`config.mk`:
```
export PLATFORM = sky130hd
export DESIGN_NAME = fes_flash_host
export DESIGN_NICKNAME = d
export VERILOG_FILES = /design/src/fes_pkg.sv /design/src/fes_flash_host.sv
export VERILOG_INCLUDE_DIRS = /design/src
export SDC_FILE = /design/constraint.sdc
export NUM_CORES = 1
export LEC_CHECK = 0
export BUFFER_PORTS_ARGS = -buffer_cell sky130_fd_sc_hd__buf_4
export CORE_ASPECT_RATIO = 2
export CORE_MARGIN = 2
export CORE_UTILIZATION = 35
export DETAILED_ROUTE_END_ITERATION = 6
export SYNTH_ARGS = -nofsm -noshare
export SYNTH_HDL_FRONTEND = slang
export SYNTH_SLANG_ARGS = --single-unit
```
`constraint.sdc`:
```
create_clock -name i_clk -period 4.8 [get_ports i_clk]
set_clock_uncertainty 0.2 [all_clocks]
set_input_delay 0.24 -clock i_clk [delete_from_list [all_inputs] [get_ports i_clk]]
set_output_delay 0.24 -clock i_clk [all_outputs]
set_load 0.05 [all_outputs]
```
`src/fes_params.svh`:
```
// Constants for the parallel flash command controller
`ifndef FES_PARAMS_SVH
`define FES_PARAMS_SVH
`define FES_UNLOCK_ADDR1 19'h05555
`define FES_UNLOCK_ADDR2 19'h02aaa
`define FES_UNLOCK_DATA1 8'haa
`define FES_UNLOCK_DATA2 8'h55
`define FES_CMD_ERASE_SETUP 8'h80
`define FES_CMD_CHIP_ERASE 8'h10
`define FES_CMD_PROGRAM 8'ha0
`define FES_CMD_AUTOSELECT 8'h90
`define FES_CMD_RESET 8'hf0
`define FES_ID_MAKER_ADDR 19'h00000
`define FES_ID_VARIANT_ADDR 19'h00001
`define FES_ID_PROTECT_ADDR 19'h3c002
`define FES_POLL_BIT 7
`define FES_TOGGLE_BIT 6
`define FES_CLK_MHZ 125
`define FES_STROBE_NS 80
`define FES_STROBE_CYC ((`FES_STROBE_NS * `FES_CLK_MHZ + 999) / 1000)
`define FES_HV_SETTLE_US 10
`define FES_HV_SETTLE_CYC (`FES_HV_SETTLE_US * `FES_CLK_MHZ)
`define FES_PROG_MAX_US 35
`define FES_PROG_MAX_CYC (`FES_PROG_MAX_US * `FES_CLK_MHZ)
`define FES_ERASE_MAX_MS 3000
`define FES_ERASE_MAX_CYC (`FES_ERASE_MAX_MS * 1000 * `FES_CLK_MHZ)
`endif

```
`src/fes_pkg.sv`:
```
// Types for the parallel flash command controller
package fes_pkg;
   typedef enum logic [2:0] {fes_op_read, fes_op_program, fes_op_chip_erase, fes_op_id_cmd,
      fes_op_id_hv, fes_op_lock, fes_op_unlock, fes_op_reset} fes_op_type;
   typedef struct packed {
      fes_op_type op;
      logic [18:0] addr;
      logic [7:0] data;
   } fes_req_type;
   typedef struct packed {
      logic [7:0] data;
      logic ok;
      logic timeout;
   } fes_rsp_type;
   typedef struct packed {
      logic ce_n;
      logic oe_n;
      logic we_n;
      logic ce_hv;
      logic oe_hv;
      logic id_voltage_address_pin_hv;
      logic [18:0] addr;
   } fes_pins_type;
endpackage

```
`src/fes_flash_host.sv`:
```
// Host controller driving the parallel flash pins
`timescale 1ns/10ps
`default_nettype none
`include "fes_params.svh"
// Overview of operation
// Chip erase is six writes: unlock pair, 80h setup, unlock pair, 10h.
// Device starts erasing at the last write strobe rising edge.
// Erase is done when a read returns one on the poll bit.
// While busy, the poll bit reads inverted from the loaded value.
// After completion the poll bit is true and new operations accepted.
// While busy, the alternating status bit flips on each read.
// Host may toggle-poll anytime; two equal reads mean done.
// Lock: high voltage on output enable and address pin nine, select and write low.
// Unlock: high voltage on output enable, select, address pin nine; write low.
// Identification entered by high voltage on address pin nine or command.
// Identification left when voltage removed or another command written.
// Identification read at protection location gives 01h locked, 00h unlocked.
// Identification read at address ending one gives the boot variant code.
// Identification read at address ending zero gives the maker code.
// Device ignores select or write pulses below the glitch threshold.
// No programming while output enable low or select or write high.
// Host waits for poll success or a maximum-time timeout.
// Byte program is four writes: unlock pair, A0h, target address and data.
// Device discards program writes during an erase.
// A broken command sequence returns the device to array read.
module fes_flash_host #(
   parameter int unsigned PROG_MAX_CYC = `FES_PROG_MAX_CYC,
   parameter int unsigned ERASE_MAX_CYC = `FES_ERASE_MAX_CYC,
   parameter int unsigned HV_SETTLE_CYC = `FES_HV_SETTLE_CYC
) (
   input wire logic i_clk,
   input wire logic i_resetn,
   input wire logic i_req_valid,
   input wire fes_pkg::fes_req_type i_req,
   output logic o_req_ready,
   output logic o_rsp_valid,
   output fes_pkg::fes_rsp_type o_rsp,
   output fes_pkg::fes_pins_type o_pins,
   output logic [7:0] o_dq,
   output logic o_dq_oe,
   input wire logic [7:0] i_dq
);
   import fes_pkg::*;
   typedef enum {st_idle, st_setup, st_strobe, st_gap, st_rd_strobe, st_check, st_hv_hold,
      st_done} fes_state_type;
   localparam int unsigned STROBE_CYC = `FES_STROBE_CYC;
   localparam int CW = 32;
   fes_state_type state_reg, state_next;
   fes_req_type req_reg, req_next;
   fes_pins_type pins_reg, pins_next;
   fes_rsp_type rsp_reg, rsp_next;
   logic [7:0] dq_reg, dq_next, last_rd_reg, last_rd_next, dq_s1_reg, dq_s2_reg;
   logic [2:0] step_reg, step_next, nsteps_reg, nsteps_next;
   logic [CW-1:0] cnt_reg, cnt_next, wait_reg, wait_next;
   logic dq_oe_reg, dq_oe_next, have_last_reg, have_last_next, polling_reg, polling_next;
   logic rsp_valid_reg, rsp_valid_next;
   // Address and data of each write step of a command sequence
   function automatic logic [26:0] seq_word(input fes_req_type r, input logic [2:0] s);
      logic [7:0] cmd;
      cmd = (r.op == fes_op_program) ? `FES_CMD_PROGRAM
         : (r.op == fes_op_chip_erase) ? `FES_CMD_ERASE_SETUP : `FES_CMD_AUTOSELECT;
      if (r.op == fes_op_reset)
         return {`FES_UNLOCK_ADDR1, `FES_CMD_RESET};
      case (s)
         3'h1, 3'h4: return {`FES_UNLOCK_ADDR2, `FES_UNLOCK_DATA2};
         3'h2: return {`FES_UNLOCK_ADDR1, cmd};
         3'h3: return (r.op == fes_op_program) ? {r.addr, r.data}
            : {`FES_UNLOCK_ADDR1, `FES_UNLOCK_DATA1};
         3'h5: return {`FES_UNLOCK_ADDR1, `FES_CMD_CHIP_ERASE};
         default: return {`FES_UNLOCK_ADDR1, `FES_UNLOCK_DATA1};
      endcase
   endfunction
   always_comb
   begin
      state_next = state_reg;
      req_next = req_reg;
      pins_next = pins_reg;
      dq_next = dq_reg;
      dq_oe_next = dq_oe_reg;
      step_next = step_reg;
      nsteps_next = nsteps_reg;
      cnt_next = cnt_reg;
      wait_next = wait_reg;
      last_rd_next = last_rd_reg;
      have_last_next = have_last_reg;
      polling_next = polling_reg;
      rsp_next = rsp_reg;
      rsp_valid_next = 1'b0;
      if (state_reg != st_idle && state_reg != st_done && polling_reg)
         wait_next = wait_reg + 1;
      case (state_reg)
         st_idle:
         begin
            if (i_req_valid)
            begin
               req_next = i_req;
               step_next = 3'h0;
               polling_next = 1'b0;
               wait_next = '0;
               have_last_next = 1'b0;
               cnt_next = '0;
               pins_next.addr = i_req.addr;
               case (i_req.op)
                  // four-write program
                  fes_op_program: nsteps_next = 3'h4;
                  // six-write erase
                  fes_op_chip_erase: nsteps_next = 3'h6;
                  // identify by command
                  fes_op_id_cmd: nsteps_next = 3'h3;
                  // reset to array read
                  fes_op_reset: nsteps_next = 3'h1;
                  default: nsteps_next = 3'h0;
               endcase
               if (i_req.op == fes_op_read)
                  state_next = st_rd_strobe;
               else if (i_req.op inside {fes_op_id_hv, fes_op_lock, fes_op_unlock})
               begin
                  // raise address pin nine
                  pins_next.id_voltage_address_pin_hv = 1'b1;
                  if (i_req.op != fes_op_id_hv)
                  begin
                     // high voltage, write low
                     pins_next.oe_hv = 1'b1;
                     pins_next.we_n = 1'b0;
                     pins_next.ce_hv = (i_req.op == fes_op_unlock);
                     pins_next.ce_n = (i_req.op == fes_op_unlock);
                  end
                  state_next = st_hv_hold;
               end
               else
                  state_next = st_setup;
            end
         end
         st_setup:
         begin
            // read strobe off during writes
            pins_next.oe_n = 1'b1;
            pins_next.ce_n = 1'b0;
            {pins_next.addr, dq_next} = seq_word(req_reg, step_reg);
            dq_oe_next = 1'b1;
            pins_next.we_n = 1'b0;
            cnt_next = '0;
            state_next = st_strobe;
         end
         st_strobe:
         begin
            // strobe well above glitch width
            cnt_next = cnt_reg + 1;
            if (cnt_reg + 1 >= CW'(STROBE_CYC))
            begin
               // rising edge launches the operation
               pins_next.we_n = 1'b1;
               cnt_next = '0;
               state_next = st_gap;
            end
         end
         st_gap:
         begin
            cnt_next = cnt_reg + 1;
            if (cnt_reg + 1 >= CW'(STROBE_CYC))
            begin
               dq_oe_next = 1'b0;
               pins_next.ce_n = 1'b1;
               cnt_next = '0;
               if (step_reg + 3'h1 < nsteps_reg)
               begin
                  step_next = step_reg + 3'h1;
                  state_next = st_setup;
               end
               else if (req_reg.op == fes_op_program || req_reg.op == fes_op_chip_erase)
               begin
                  polling_next = 1'b1;
                  pins_next.addr = req_reg.addr;
                  state_next = st_rd_strobe;
               end
               else
               begin
                  rsp_next = '{data: 8'h00, ok: 1'b1, timeout: 1'b0};
                  state_next = st_done;
               end
            end
         end
         st_rd_strobe:
         begin
            pins_next.ce_n = 1'b0;
            pins_next.oe_n = 1'b0;
            cnt_next = cnt_reg + 1;
            if (cnt_reg + 1 >= CW'(STROBE_CYC) + 3)
            begin
               pins_next.oe_n = 1'b1;
               pins_next.ce_n = 1'b1;
               cnt_next = '0;
               state_next = st_check;
            end
         end
         st_check:
         begin
            last_rd_next = dq_s2_reg;
            have_last_next = 1'b1;
            // plain read done
            // toggle bit stable
            // poll bit one for erase, equal to data bit 7 for program
            if (!polling_reg || (have_last_reg
               && last_rd_reg[`FES_TOGGLE_BIT] == dq_s2_reg[`FES_TOGGLE_BIT]
               && dq_s2_reg[`FES_POLL_BIT] == ((req_reg.op == fes_op_chip_erase) ? 1'b1
               : req_reg.data[`FES_POLL_BIT])))
            begin
               rsp_next = '{data: dq_s2_reg, ok: 1'b1, timeout: 1'b0};
               state_next = st_done;
            end
            // give up at the maximum time
            else if (wait_reg >= ((req_reg.op == fes_op_chip_erase) ? CW'(ERASE_MAX_CYC)
               : CW'(PROG_MAX_CYC)))
            begin
               rsp_next = '{data: dq_s2_reg, ok: 1'b0, timeout: 1'b1};
               state_next = st_done;
            end
            else
               state_next = st_rd_strobe;
         end
         st_hv_hold:
         begin
            cnt_next = cnt_reg + 1;
            if (cnt_reg + 1 >= CW'(HV_SETTLE_CYC))
            begin
               cnt_next = '0;
               if (req_reg.op == fes_op_id_hv)
                  state_next = st_rd_strobe;
               else
               begin
                  // drop voltage, leave special mode
                  pins_next = '{ce_n: 1'b1, oe_n: 1'b1, we_n: 1'b1, ce_hv: 1'b0,
                     oe_hv: 1'b0, id_voltage_address_pin_hv: 1'b0, addr: req_reg.addr};
                  rsp_next = '{data: 8'h00, ok: 1'b1, timeout: 1'b0};
                  state_next = st_done;
               end
            end
         end
         st_done:
         begin
            pins_next.id_voltage_address_pin_hv = 1'b0;
            rsp_valid_next = 1'b1;
            state_next = st_idle;
         end
         default: state_next = st_idle;
      endcase
   end
   always_ff @(posedge i_clk or negedge i_resetn)
   begin
      if (!i_resetn)
      begin
         state_reg <= st_idle;
         req_reg <= '0;
         pins_reg <= '{ce_n: 1'b1, oe_n: 1'b1, we_n: 1'b1, ce_hv: 1'b0, oe_hv: 1'b0,
            id_voltage_address_pin_hv: 1'b0, addr: 19'h00000};
         dq_reg <= 8'h00;
         dq_oe_reg <= 1'b0;
         step_reg <= 3'h0;
         nsteps_reg <= 3'h0;
         cnt_reg <= '0;
         wait_reg <= '0;
         last_rd_reg <= 8'h00;
         have_last_reg <= 1'b0;
         polling_reg <= 1'b0;
         rsp_reg <= '0;
         rsp_valid_reg <= 1'b0;
         dq_s1_reg <= 8'h00;
         dq_s2_reg <= 8'h00;
      end
      else
      begin
         state_reg <= state_next;
         req_reg <= req_next;
         pins_reg <= pins_next;
         dq_reg <= dq_next;
         dq_oe_reg <= dq_oe_next;
         step_reg <= step_next;
         nsteps_reg <= nsteps_next;
         cnt_reg <= cnt_next;
         wait_reg <= wait_next;
         last_rd_reg <= last_rd_next;
         have_last_reg <= have_last_next;
         polling_reg <= polling_next;
         rsp_reg <= rsp_next;
         rsp_valid_reg <= rsp_valid_next;
         // Data pins pass two flops
         dq_s1_reg <= i_dq;
         dq_s2_reg <= dq_s1_reg;
      end
   end
   assign o_req_ready = (state_reg == st_idle);
   assign o_rsp_valid = rsp_valid_reg;
   assign o_rsp = rsp_reg;
   assign o_pins = pins_reg;
   assign o_dq = dq_reg;
   assign o_dq_oe = dq_oe_reg;
endmodule
`default_nettype wire

```
==> results of run 1 <==
[metal layers]
metal / vias up / routed length (um) / GRT usage (%)
met4: 0 / 671 / 7.873
li1: 3516 / - / -
met3: 45 / 739 / 3.621
met1: 3522 / 9169 / 20.00
met2: 152 / 12480 / 33.65
met5: - / 0 / 0
[power groups by stage]
stage               Clock, W  Sequential, W  Combinational, W
finish               0.00143        0.00202           0.00244
global route         0.00152        0.00206           0.00266
CTS                  0.00147        0.00202           0.00247
detailed placement         0        0.00204           0.00243
global placement           0        0.00203           0.00240
floorplan                  0        0.00241           0.00134
[layout make-up]
cell class / instances / area share, %
clock inverter: 12 / 1.310
clock buffer: 20 / 4.363
tap: 332 / 3.883
timing repair buffer: 133 / 10.42
multi-input combinational: 686 / 39.65
inverter: 36 / 1.263
sequential: 167 / 39.10
[metrics by stage]
stage / worst slack (ns) / total power (W) / std cells
after floorplan: 0.9898 / 0.003748 / 933
after global placement: 0.8111 / 0.004436 / 1314
after detailed placement: 0.6919 / 0.004474 / 1314
after CTS: 0.6671 / 0.005956 / 1386
after global routing: 0.2452 / 0.006249 / 1386
final: 0.6572 / 0.005895 / 1386
[layout by cell type (no fill, tap or decap), drive strengths merged, types with 4 or more instances in the layout]
master	Yosys	layout
dfrtp	164	164
nand2	144	144
buf	7	93
nor2	84	84
o21ai	66	66
dlygate4sd3	0	40
inv	36	40
a21oi	35	35
nand3	31	31
ha	27	27
mux2	23	23
and2	20	20
clkbuf	37	20
xnor2	19	19
nand4	19	19
nor3	19	19
xor2	17	17
a22o	17	17
nor4	15	15
and3	13	13
or3	12	12
a221o	9	9
a31oi	8	8
and4	7	7
o211ai	7	7
a21o	7	7
nand2b	6	6
nor2b	6	6
mux2i	6	6
a211o	6	6
a211oi	6	6
o21a	6	6
or2	5	5
or4	5	5
o22ai	5	5
clkinv	0	4
[final timing paths]
kind	start	to	depth (start not counted)
worst min-delay path	dq_s1_reg[2]	dq_s2_reg[2]	0
worst min register to register	dq_s1_reg[2]	dq_s2_reg[2]	0
min in group asynchronous	i_resetn	dq_s1_reg[6]	2
max in group asynchronous	i_resetn	o_pins[4]	3
worst max-delay path	req_reg[27]	o_rsp[3]	13
worst max register to register	req_reg[27]	o_rsp[3]	13
[what timing repair did]
action / CTS / global route
endpoints found under the setup margin: 0 / 0
hold endpoints to repair: 132 / 0
hold buffers: 40 / 0
[critical path: stages, from the launching register on]
cell	delay, ns
dfrtp_1	0.43
nor3b_1	0.21
buf_4	0.18
inv_1	0.20
ha_1	0.36
nand3b_1	0.08
nor4_1	0.23
nand4_1	0.15
or4_1	0.47
o21ai_0	0.09
a21o_1	0.37
nor3_1	0.07
or4_1	0.70
a22o_1	0.26
[cells by family (layout without fill, tap and decap cells)]
kind of cell | after synthesis | count (layout) | share of synthesized area (%)
simple gates | 397 | 397 | 22.08
mux | 29 | 29 | 4.081
fa+ha+maj | 28 | 28 | 3.981
compound gates | 196 | 196 | 14.78
flops | 167 | 167 | 47.87
xor+xnor | 36 | 36 | 3.609
buf+inv | 80 | 201 | 3.594
==> results.py, run 1 <==
metrics = {
    "sta": {
        "tns_ns": 0,
        "fmax_mhz": 241.4,
        "hold_viol": 0,
        "whs_ns": 0.1493,
        "period_minus_slack_ns": 4.143,
        "period_share_pct": 86.31,
        "drv_slew": 0,
        "setup_viol": 0,
        "tightest_slew_ns": 1.075,
        "relSlewSlack_pct": 27.83,
        "rsz0062_at_grt": "no",
    },
    "global_route": {
        "grt_max_degree": 91,
        "grt_pass1_vias": 7324,
        "grt_use_total_pct": 18.29,
        "grt_antenna_before_repair": 0,
        "overflow": 0,
        "grt_pass1_wl_um": 37380,
    },
    "logic_synthesis": {
        "synth.most_common_cell": "dfrtp_1",
        "yosysSeqAreaShare_pct": 47.87,
        "syn_area_per_cell_um2": 9.365,
        "postSynthCellCount": 933,
        "synth_fp_nets": 1001,
        "async_reset_ff_share_pct": 100.0,
        "ys.warnings.count": 0,
        "synth.top_cell.area_share_pct": 46.97,
        "synth-edff-count": 0,
        "ys_top_cells_by_count": "dfrtp_1 (164), nand2_1 (144), nor2_1 (84)",
        "netlist_area_um2": 8737,
        "ys_top_cells_by_area": "dfrtp_1 (47%), nand2_1 (6.2%), ha_1 (3.9%)",
        "synth_top_area_cell": "dfrtp_1",
        "ys_ff_latch": 167,
        "synth_ff_type": "dfrtp_1",
        "synth_cell_types": 67,
    },
    "cts": {
        "clkTransAtPathRegs_ns": 0.07,
        "postCtsSetupBuffers": 0,
        "cts_max_path_buffers": 2,
        "numCtsBuffers": 17,
        "ctsResizeCount": 0,
        "cts_tree": "done",
        "insertion_delay_ns": 0.45,
        "cts_root_buf": "clkbuf_16",
        "htreeDepth": 4,
        "clock-sinks": 167,
    },
    "detailed_routing": {
        "wl_per_cell_um": 16.64,
        "dr.pass1.iters": 7,
        "antenna_left": 0,
        "drc": 0,
        "routed_wl_um": 23060,
        "drt_iter0_drc": 453,
        "num_vias": 7235,
        "viasPerCell": 5.220,
    },
    "power": {
        "p_clk_share_pct": 24.3,
        "internal_power_w": 0.003440,
        "power.density_nw_per_um2": 551.1,
        "irDropWorstVdd_v": 0.0004741,
        "seqPwrFrac_pct": 34.2,
        "p_leak_nw": 4.905,
        "p_sw_w": 0.002455,
        "swShare_pct": 41.65,
        "combPwrFrac_pct": 41.4,
    },
    "finish": {
        "seqCellArea_um2": 4183,
        "design_area_um2": 10700,
        "area_delta_synth_final_pct": 22.43,
        "fin_nets": 1109,
        "nFillCells": 2431,
        "fin_util_pct": 43.61,
        "antenna_cells": 0,
        "drive_gt1_share_pct": 14.61,
        "multi_input_area_um2": 4242,
    },
    "placed_design": {
        "io_buffer_count": 86,
        "post_dp_cell_area_um2": 9689,
        "gp_congestion": 0.9017,
        "dp_hpwl_um": 16400,
    },
    "setup_path": {
        "start_kind": "register",
        "worstSetupPathType": "reg -> reg",
        "critical_path_arrival_ns": 4.28,
        "crit_fanout": 12,
        "r2r_setup_slack_ns": 0.66,
        "worstPathRequired_ns": 4.93,
        "crit_path_end_kind": "register",
    },
    "min_path": {
        "hold_class": "reg -> reg",
    },
    "job": {
        "drv_cap": 0,
    },
    "status": {
        "status": "finished, final reports clean",
    },
    "floorplanning": {
        "rows": 81,
        "die_h_um": 227.4,
        "core_area_um2": 24530,
        "pin_count": 87,
        "start_util_pct": 35.62,
        "floorplan.die.width_um": 115.7,
        "die_area_um2": 26320,
    },
}
Note: power is estimated with default switching activity, not from simulation.
==> run 2, diff against run 1 <==
--- a/config.mk
+++ b/config.mk
@@ -7,10 +7,10 @@
 export NUM_CORES = 1
 export LEC_CHECK = 0
 export BUFFER_PORTS_ARGS = -buffer_cell sky130_fd_sc_hd__buf_4
-export CORE_ASPECT_RATIO = 2
 export CORE_MARGIN = 2
 export CORE_UTILIZATION = 35
 export DETAILED_ROUTE_END_ITERATION = 6
+export SLEW_MARGIN = 15
 export SYNTH_ARGS = -nofsm -noshare
 export SYNTH_HDL_FRONTEND = slang
 export SYNTH_SLANG_ARGS = --single-unit
==> constraint.sdc (replaced) <==
create_clock -name i_clk -period 3.9 [get_ports i_clk]
set_clock_uncertainty 0.2 [all_clocks]
set_input_delay 0.195 -clock i_clk [delete_from_list [all_inputs] [get_ports i_clk]]
set_output_delay 0.195 -clock i_clk [all_outputs]
set_load 0.05 [all_outputs]
==> run 2 against run 1 <==
Against the previous run:
- non-clock buffer count rose by 18
- clock power rose by 13%
- hold slack improved by 0.0022 ns
- count of clock-buffer cells in the layout fell by 2
- routed wire length fell by 4.2%
- worst setup slack got worse by 0.38 ns
- die area fell by 0.29%
- register-to-register slack got worse by 0.38 ns
- first-iteration DRC count fell by 6.4%
- fmax rose by 14%
- combinational power rose by 29%
- largest cell class unchanged
==> results.py, run 2 (same netlist as run 1, synthesis figures left out) <==
metrics = {
    "status": {
        "status": "finished, final reports clean",
    },
    "floorplanning": {
        "die_h_um": 162.0,
        "start_util_pct": 35.82,
        "rows": 57,
        "core_area_um2": 24390,
        "pin_count": 87,
        "floorplan.die.width_um": 162.0,
        "die_area_um2": 26240,
    },
    "sta": {
        "rsz0062_at_grt": "no",
        "worst_slack_ns": 0.2816,
        "setup_viol": 0,
        "fmax_mhz": 276.4,
        "hold_viol": 0,
        "relSlewSlack_pct": 35.69,
        "tns_ns": 0,
        "drv_slew": 0,
        "tightest_slew_ns": 0.9646,
        "period_minus_slack_ns": 3.618,
        "period_share_pct": 92.78,
    },
    "cts": {
        "cts_root_buf": "clkbuf_16",
        "numCtsBuffers": 17,
        "htreeDepth": 4,
        "cts_max_path_buffers": 2,
        "cts_tree": "done",
        "postCtsSetupBuffers": 0,
        "clock-sinks": 167,
        "clkTransAtPathRegs_ns": 0.07,
        "insertion_delay_ns": 0.43,
    },
    "finish": {
        "drive_gt1_share_pct": 16.06,
        "nFillCells": 2353,
        "final_cell_mix": "dfrtp_1 (164), nand2_1 (144), buf_4 (108)",
        "antenna_cells": 0,
        "mostFrequentLayoutCell": "dfrtp_1",
        "fin_nets": 1127,
        "area_delta_synth_final_pct": 23.54,
        "design_area_um2": 10790,
    },
    "placed_design": {
        "gp_congestion": 0.8193,
        "dp_hpwl_um": 15300,
        "post_dp_cell_area_um2": 9827,
        "io_buffer_count": 86,
        "pre_cts_slack_ns": 0.1484,
    },
    "setup_path": {
        "cpMostUsedCell": "nor3_4",
        "r2r_setup_slack_ns": 0.28,
        "start_kind": "register",
        "cp_slowest_cell": "or4_1",
        "crit_fanout": 19,
        "critical_path_arrival_ns": 3.72,
        "crit_chain": "nand2_1 > or4_1 > or3_1 > a211oi_2 > nand4_1 > nor3_4 > o21a_2 > nor3_4 > buf_12 > mux2_1",
        "worstPathRequired_ns": 4.01,
        "worstSetupPathType": "reg -> reg",
        "critical_path.max_stage_delay_ns": 0.65,
        "crit_path_end_kind": "register",
    },
    "power": {
        "p_leak_nw": 4.985,
        "irDropWorstVdd_v": 0.0004449,
        "power.density_nw_per_um2": 668.5,
    },
    "detailed_routing": {
        "dr.pass1.iters": 5,
        "wl_per_cell_um": 15.84,
        "routed_wl_um": 22100,
        "drt_iter0_drc": 424,
        "drc": 0,
        "num_vias": 7262,
        "viasPerCell": 5.206,
        "antenna_left": 0,
    },
    "job": {
        "drv_cap": 0,
    },
    "global_route": {
        "grt_use_total_pct": 17.22,
        "overflow": 0,
        "grt_antenna_before_repair": 0,
        "grt_max_degree": 95,
        "grt_pass1_wl_um": 36440,
        "grt_pass1_vias": 7253,
    },
    "min_path": {
        "hold_class": "reg -> reg",
    },
}
run 2: changes by cell type in the layout (fill, tap and decap cells not counted), sizes merged:
| cell | change |
|---|---|
| buf | +18 |
| inv | +6 |
| bufinv | -2 |
| clkbuf | -2 |
| clkinvlp | -2 |
| clkinv | -1 |
run 2: routing by layer:
metal	vias to the layer above	global-route usage, %	wire length [um]
li1	3557	-	-
met1	3519	22.35	10190
met2	168	29.40	10810
met3	18	2.988	903
met4	0	5.390	199
met5	-	0	0
run 2: what timing repair did:
item                                    CTS  global route
hold buffers                             40             0
endpoints found under the setup margin    0            11
gates resized for setup                   0             2
hold endpoints to repair                145             0
run 2: worst max-delay path, delay by kind of cell, from the launching register on:
kind | cells | cell delay [ns]
AO/OA/AOI/OAI | 2 | 0.49
buffers and inverters | 1 | 0.18
flip-flops | 1 | 0.43
multiplexers | 1 | 0.32
AND/OR/NAND/NOR | 6 | 1.85
run 2: path summary, 6_finish.rpt:
path | from | depth (start not counted) | to
setup / recovery | cnt_reg[16] | 10 | o_pins[14]
hold / removal | dq_s1_reg[2] | 0 | dq_s2_reg[2]
setup reg to reg | cnt_reg[16] | 10 | o_pins[14]
hold reg to reg | dq_s1_reg[2] | 0 | dq_s2_reg[2]
max in group asynchronous | i_resetn | 3 | cnt_reg[14]
min in group asynchronous | i_resetn | 2 | cnt_reg[5]
run 2: cell type report:
cell class | instances | area [um2] | area share, %
sequential | 167 | 4183 | 38.75
tap | 324 | 405.4 | 3.756
inverter | 36 | 135.1 | 1.252
clock buffer | 18 | 429.2 | 3.976
timing repair buffer | 151 | 1262 | 11.70
clock inverter | 13 | 128.9 | 1.194
multi-input combinational | 686 | 4250 | 39.38
run 2: through the flow:
| stage | utilization, % | hold WS, ns | total power [W] | cells |
|---|---|---|---|---|
| 2_1_floorplan | - | -0.3006 | 0.004613 | 933 |
| 3_3_place_gp | 40.29 | 0.1042 | 0.005544 | 1324 |
| 4_1_cts | 44.22 | 0.1518 | 0.007270 | 1395 |
| 3_5_place_dp | 40.29 | 0.1055 | 0.005585 | 1324 |
| 5_1_grt | 44.25 | 0.1609 | 0.007657 | 1395 |
| 6_report | 44.25 | 0.1516 | 0.007216 | 1395 |
run 2: where the power goes:
group / switching (W) / total (W) / internal, W / leakage, nW
sequential: 0.000299 / 0.00244 / 0.00214 / 2.15
combinational: 0.00198 / 0.00315 / 0.00117 / 2.55
clock: 0.000777 / 0.00162 / 0.000847 / 0.276
==> run 3, diff against run 2 <==
--- a/config.mk
+++ b/config.mk
@@ -7,8 +7,9 @@
 export NUM_CORES = 1
 export LEC_CHECK = 0
 export BUFFER_PORTS_ARGS = -buffer_cell sky130_fd_sc_hd__buf_4
+export CAP_MARGIN = 5
 export CORE_MARGIN = 2
-export CORE_UTILIZATION = 35
+export CORE_UTILIZATION = 45
 export DETAILED_ROUTE_END_ITERATION = 6
 export SLEW_MARGIN = 15
 export SYNTH_ARGS = -nofsm -noshare
==> run 3 against run 2 <==
Against the previous run:
- routed wire length decreased by 0.19%
- first-iteration DRC count increased by 5.2%
- worst setup slack improved by 0.032 ns
- total power increased by 1.3%
- critical endpoint is now o_rsp[4]
- largest power group unchanged
==> results.py, run 3 (same netlist as run 1, synthesis figures left out) <==
metrics = {
    "finish": {
        "drive_gt1_share_pct": 18.29,
        "antenna_cells": 0,
        "nFillCells": 1716,
        "mostFrequentLayoutCell": "dfrtp_1",
        "final_cell_mix": "dfrtp_1 (164), nand2_1 (144), buf_4 (135)",
        "seqCellArea_um2": 4183,
        "fin_nets": 1154,
        "multi_input_area_um2": 4245,
        "area_delta_synth_final_pct": 25.43,
    },
    "global_route": {
        "grt_antenna_before_repair": 0,
        "overflow": 0,
        "grt_pass1_vias": 7307,
        "grt_max_degree": 68,
        "grt_use_total_pct": 22.82,
        "grt_pass1_wl_um": 37090,
    },
    "setup_path": {
        "cp_slowest_cell": "or4_4",
        "worstPathRequired_ns": 4.04,
        "crit_path_end_kind": "register",
        "r2r_setup_slack_ns": 0.31,
        "crit_chain": "nor3b_1 > inv_2 > ha_1 > nand3b_1 > nor4_1 > nand4_1 > or4_1 > o21ai_0 > a21o_1 > nor3_1 > or4_4 > a22o_1",
        "cp_num_buf_inv": 1,
        "critical_path.max_stage_delay_ns": 0.59,
        "worstReg2RegEnd": "o_rsp[4]",
        "ff2ff_path_depth": 12,
        "critical_path_arrival_ns": 3.73,
        "r2r-start": "req_reg[29]",
        "path_delay_family": "simple AND/OR/NAND/NOR gates",
        "crit_fanout": 12,
        "start_kind": "register",
        "worstSetupPathType": "reg -> reg",
    },
    "sta": {
        "setup_viol": 0,
        "hold_viol": 0,
        "fmax_mhz": 278.8,
        "whs_ns": 0.1108,
        "drv_slew": 0,
        "relSlewSlack_pct": 38.90,
        "worst_slack_ns": 0.3132,
        "tns_ns": 0,
        "rsz0062_at_grt": "no",
        "period_minus_slack_ns": 3.587,
        "tightest_slew_ns": 0.9132,
        "period_share_pct": 91.97,
    },
    "floorplanning": {
        "core_area_um2": 18890,
        "pin_count": 87,
        "rows": 50,
        "floorplan.die.width_um": 143.3,
        "die_h_um": 143.3,
        "die_area_um2": 20550,
        "start_util_pct": 46.25,
    },
    "min_path": {
        "hold_class": "in -> async",
    },
    "detailed_routing": {
        "viasPerCell": 5.401,
        "wl_per_cell_um": 16.23,
        "routed_wl_um": 22050,
        "drc": 0,
        "antenna_left": 0,
        "drt_iter0_drc": 446,
        "dr.pass1.iters": 6,
        "num_vias": 7340,
    },
    "cts": {
        "clock-sinks": 167,
        "numCtsBuffers": 17,
        "insertion_delay_ns": 0.44,
        "cts_root_buf": "clkbuf_16",
        "cts_tree": "done",
        "cts_max_path_buffers": 2,
        "htreeDepth": 4,
        "clkTransAtPathRegs_ns": 0.08,
    },
    "power": {
        "power_w": 0.007311,
        "irDropWorstVdd_v": 0.0004138,
        "p_leak_nw": 5.138,
        "power.density_nw_per_um2": 667.1,
    },
    "placed_design": {
        "io_buffer_count": 86,
        "gp_congestion": 0.9002,
        "dp_hpwl_um": 15310,
        "pre_cts_slack_ns": 0.08617,
    },
    "status": {
        "status": "finished, final reports clean",
    },
    "job": {
        "drv_cap": 0,
    },
}
## run 3: cell types whose count changed in the layout (fill, tap and decap cells not counted), sizes merged
cell,previous run,this run
buf,111,138
clkbuf,18,17
clkinv,3,9
inv,46,42
## run 3: repair_timing
item                                    CTS  global route
setup buffers                             0             2
hold endpoints to repair                120             0
hold buffers                             40             0
resized for setup                         0             2
endpoints found under the setup margin    0            30
## run 3: layout make-up
| cell class | count | area share, % |
|---|---|---|
| inverters | 36 | 1.233 |
| multi-input cells | 686 | 38.74 |
| clock buffers | 17 | 3.882 |
| repair buffers | 178 | 13.37 |
| clock inverters | 15 | 1.644 |
| well taps | 260 | 2.968 |
| flip-flops and latches | 167 | 38.17 |
## run 3: layer usage
| metal | share of wire [%] | global-route usage [%] | vias to the layer above | routed length [um] |
|---|---|---|---|---|
| li1 | - | - | 3622 | - |
| met5 | 0 | 0 | - | 0 |
| met4 | 1.6 | 7.224 | 0 | 356 |
| met3 | 3.9 | 4.399 | 28 | 865 |
| met2 | 48 | 37.19 | 165 | 10630 |
| met1 | 46 | 30.93 | 3525 | 10200 |
## run 3: worst max-delay path by stage
| stage | start | endpoint | slack [ns] | cells after the start |
|---|---|---|---|---|
| 2_1_floorplan | req_reg[27] | o_rsp[0] | 0.09 | 13 |
| 5_1_grt | req_reg[29] | o_rsp[2] | 0.07 | 12 |
| 3_3_place_gp | cnt_reg[0] | o_pins[18] | 0.18 | 10 |
| 3_5_place_dp | cnt_reg[0] | o_pins[17] | 0.09 | 10 |
| 6_report | req_reg[29] | o_rsp[4] | 0.31 | 12 |
| 4_1_cts | cnt_reg[0] | o_pins[18] | 0.06 | 10 |
## run 3: per-stage QoR
| stage | util (%) | area [um2] | std cells |
|---|---|---|---|
| 2_1_floorplan | - | 8737 | 933 |
| 3_3_place_gp | 52.52 | 9922 | 1285 |
| 3_5_place_dp | 52.52 | 9922 | 1285 |
| 4_1_cts | 57.84 | 10930 | 1357 |
| 5_1_grt | 58.01 | 10960 | 1359 |
| 6_report | 58.01 | 10960 | 1359 |
## run 3: power by group
| part | internal [W] | switching [W] | total, W |
|---|---|---|---|
| sequential | 0.00214 | 0.000288 | 0.00243 |
| clock | 0.000865 | 0.000834 | 0.00170 |
| combinational | 0.00119 | 0.00199 | 0.00318 |
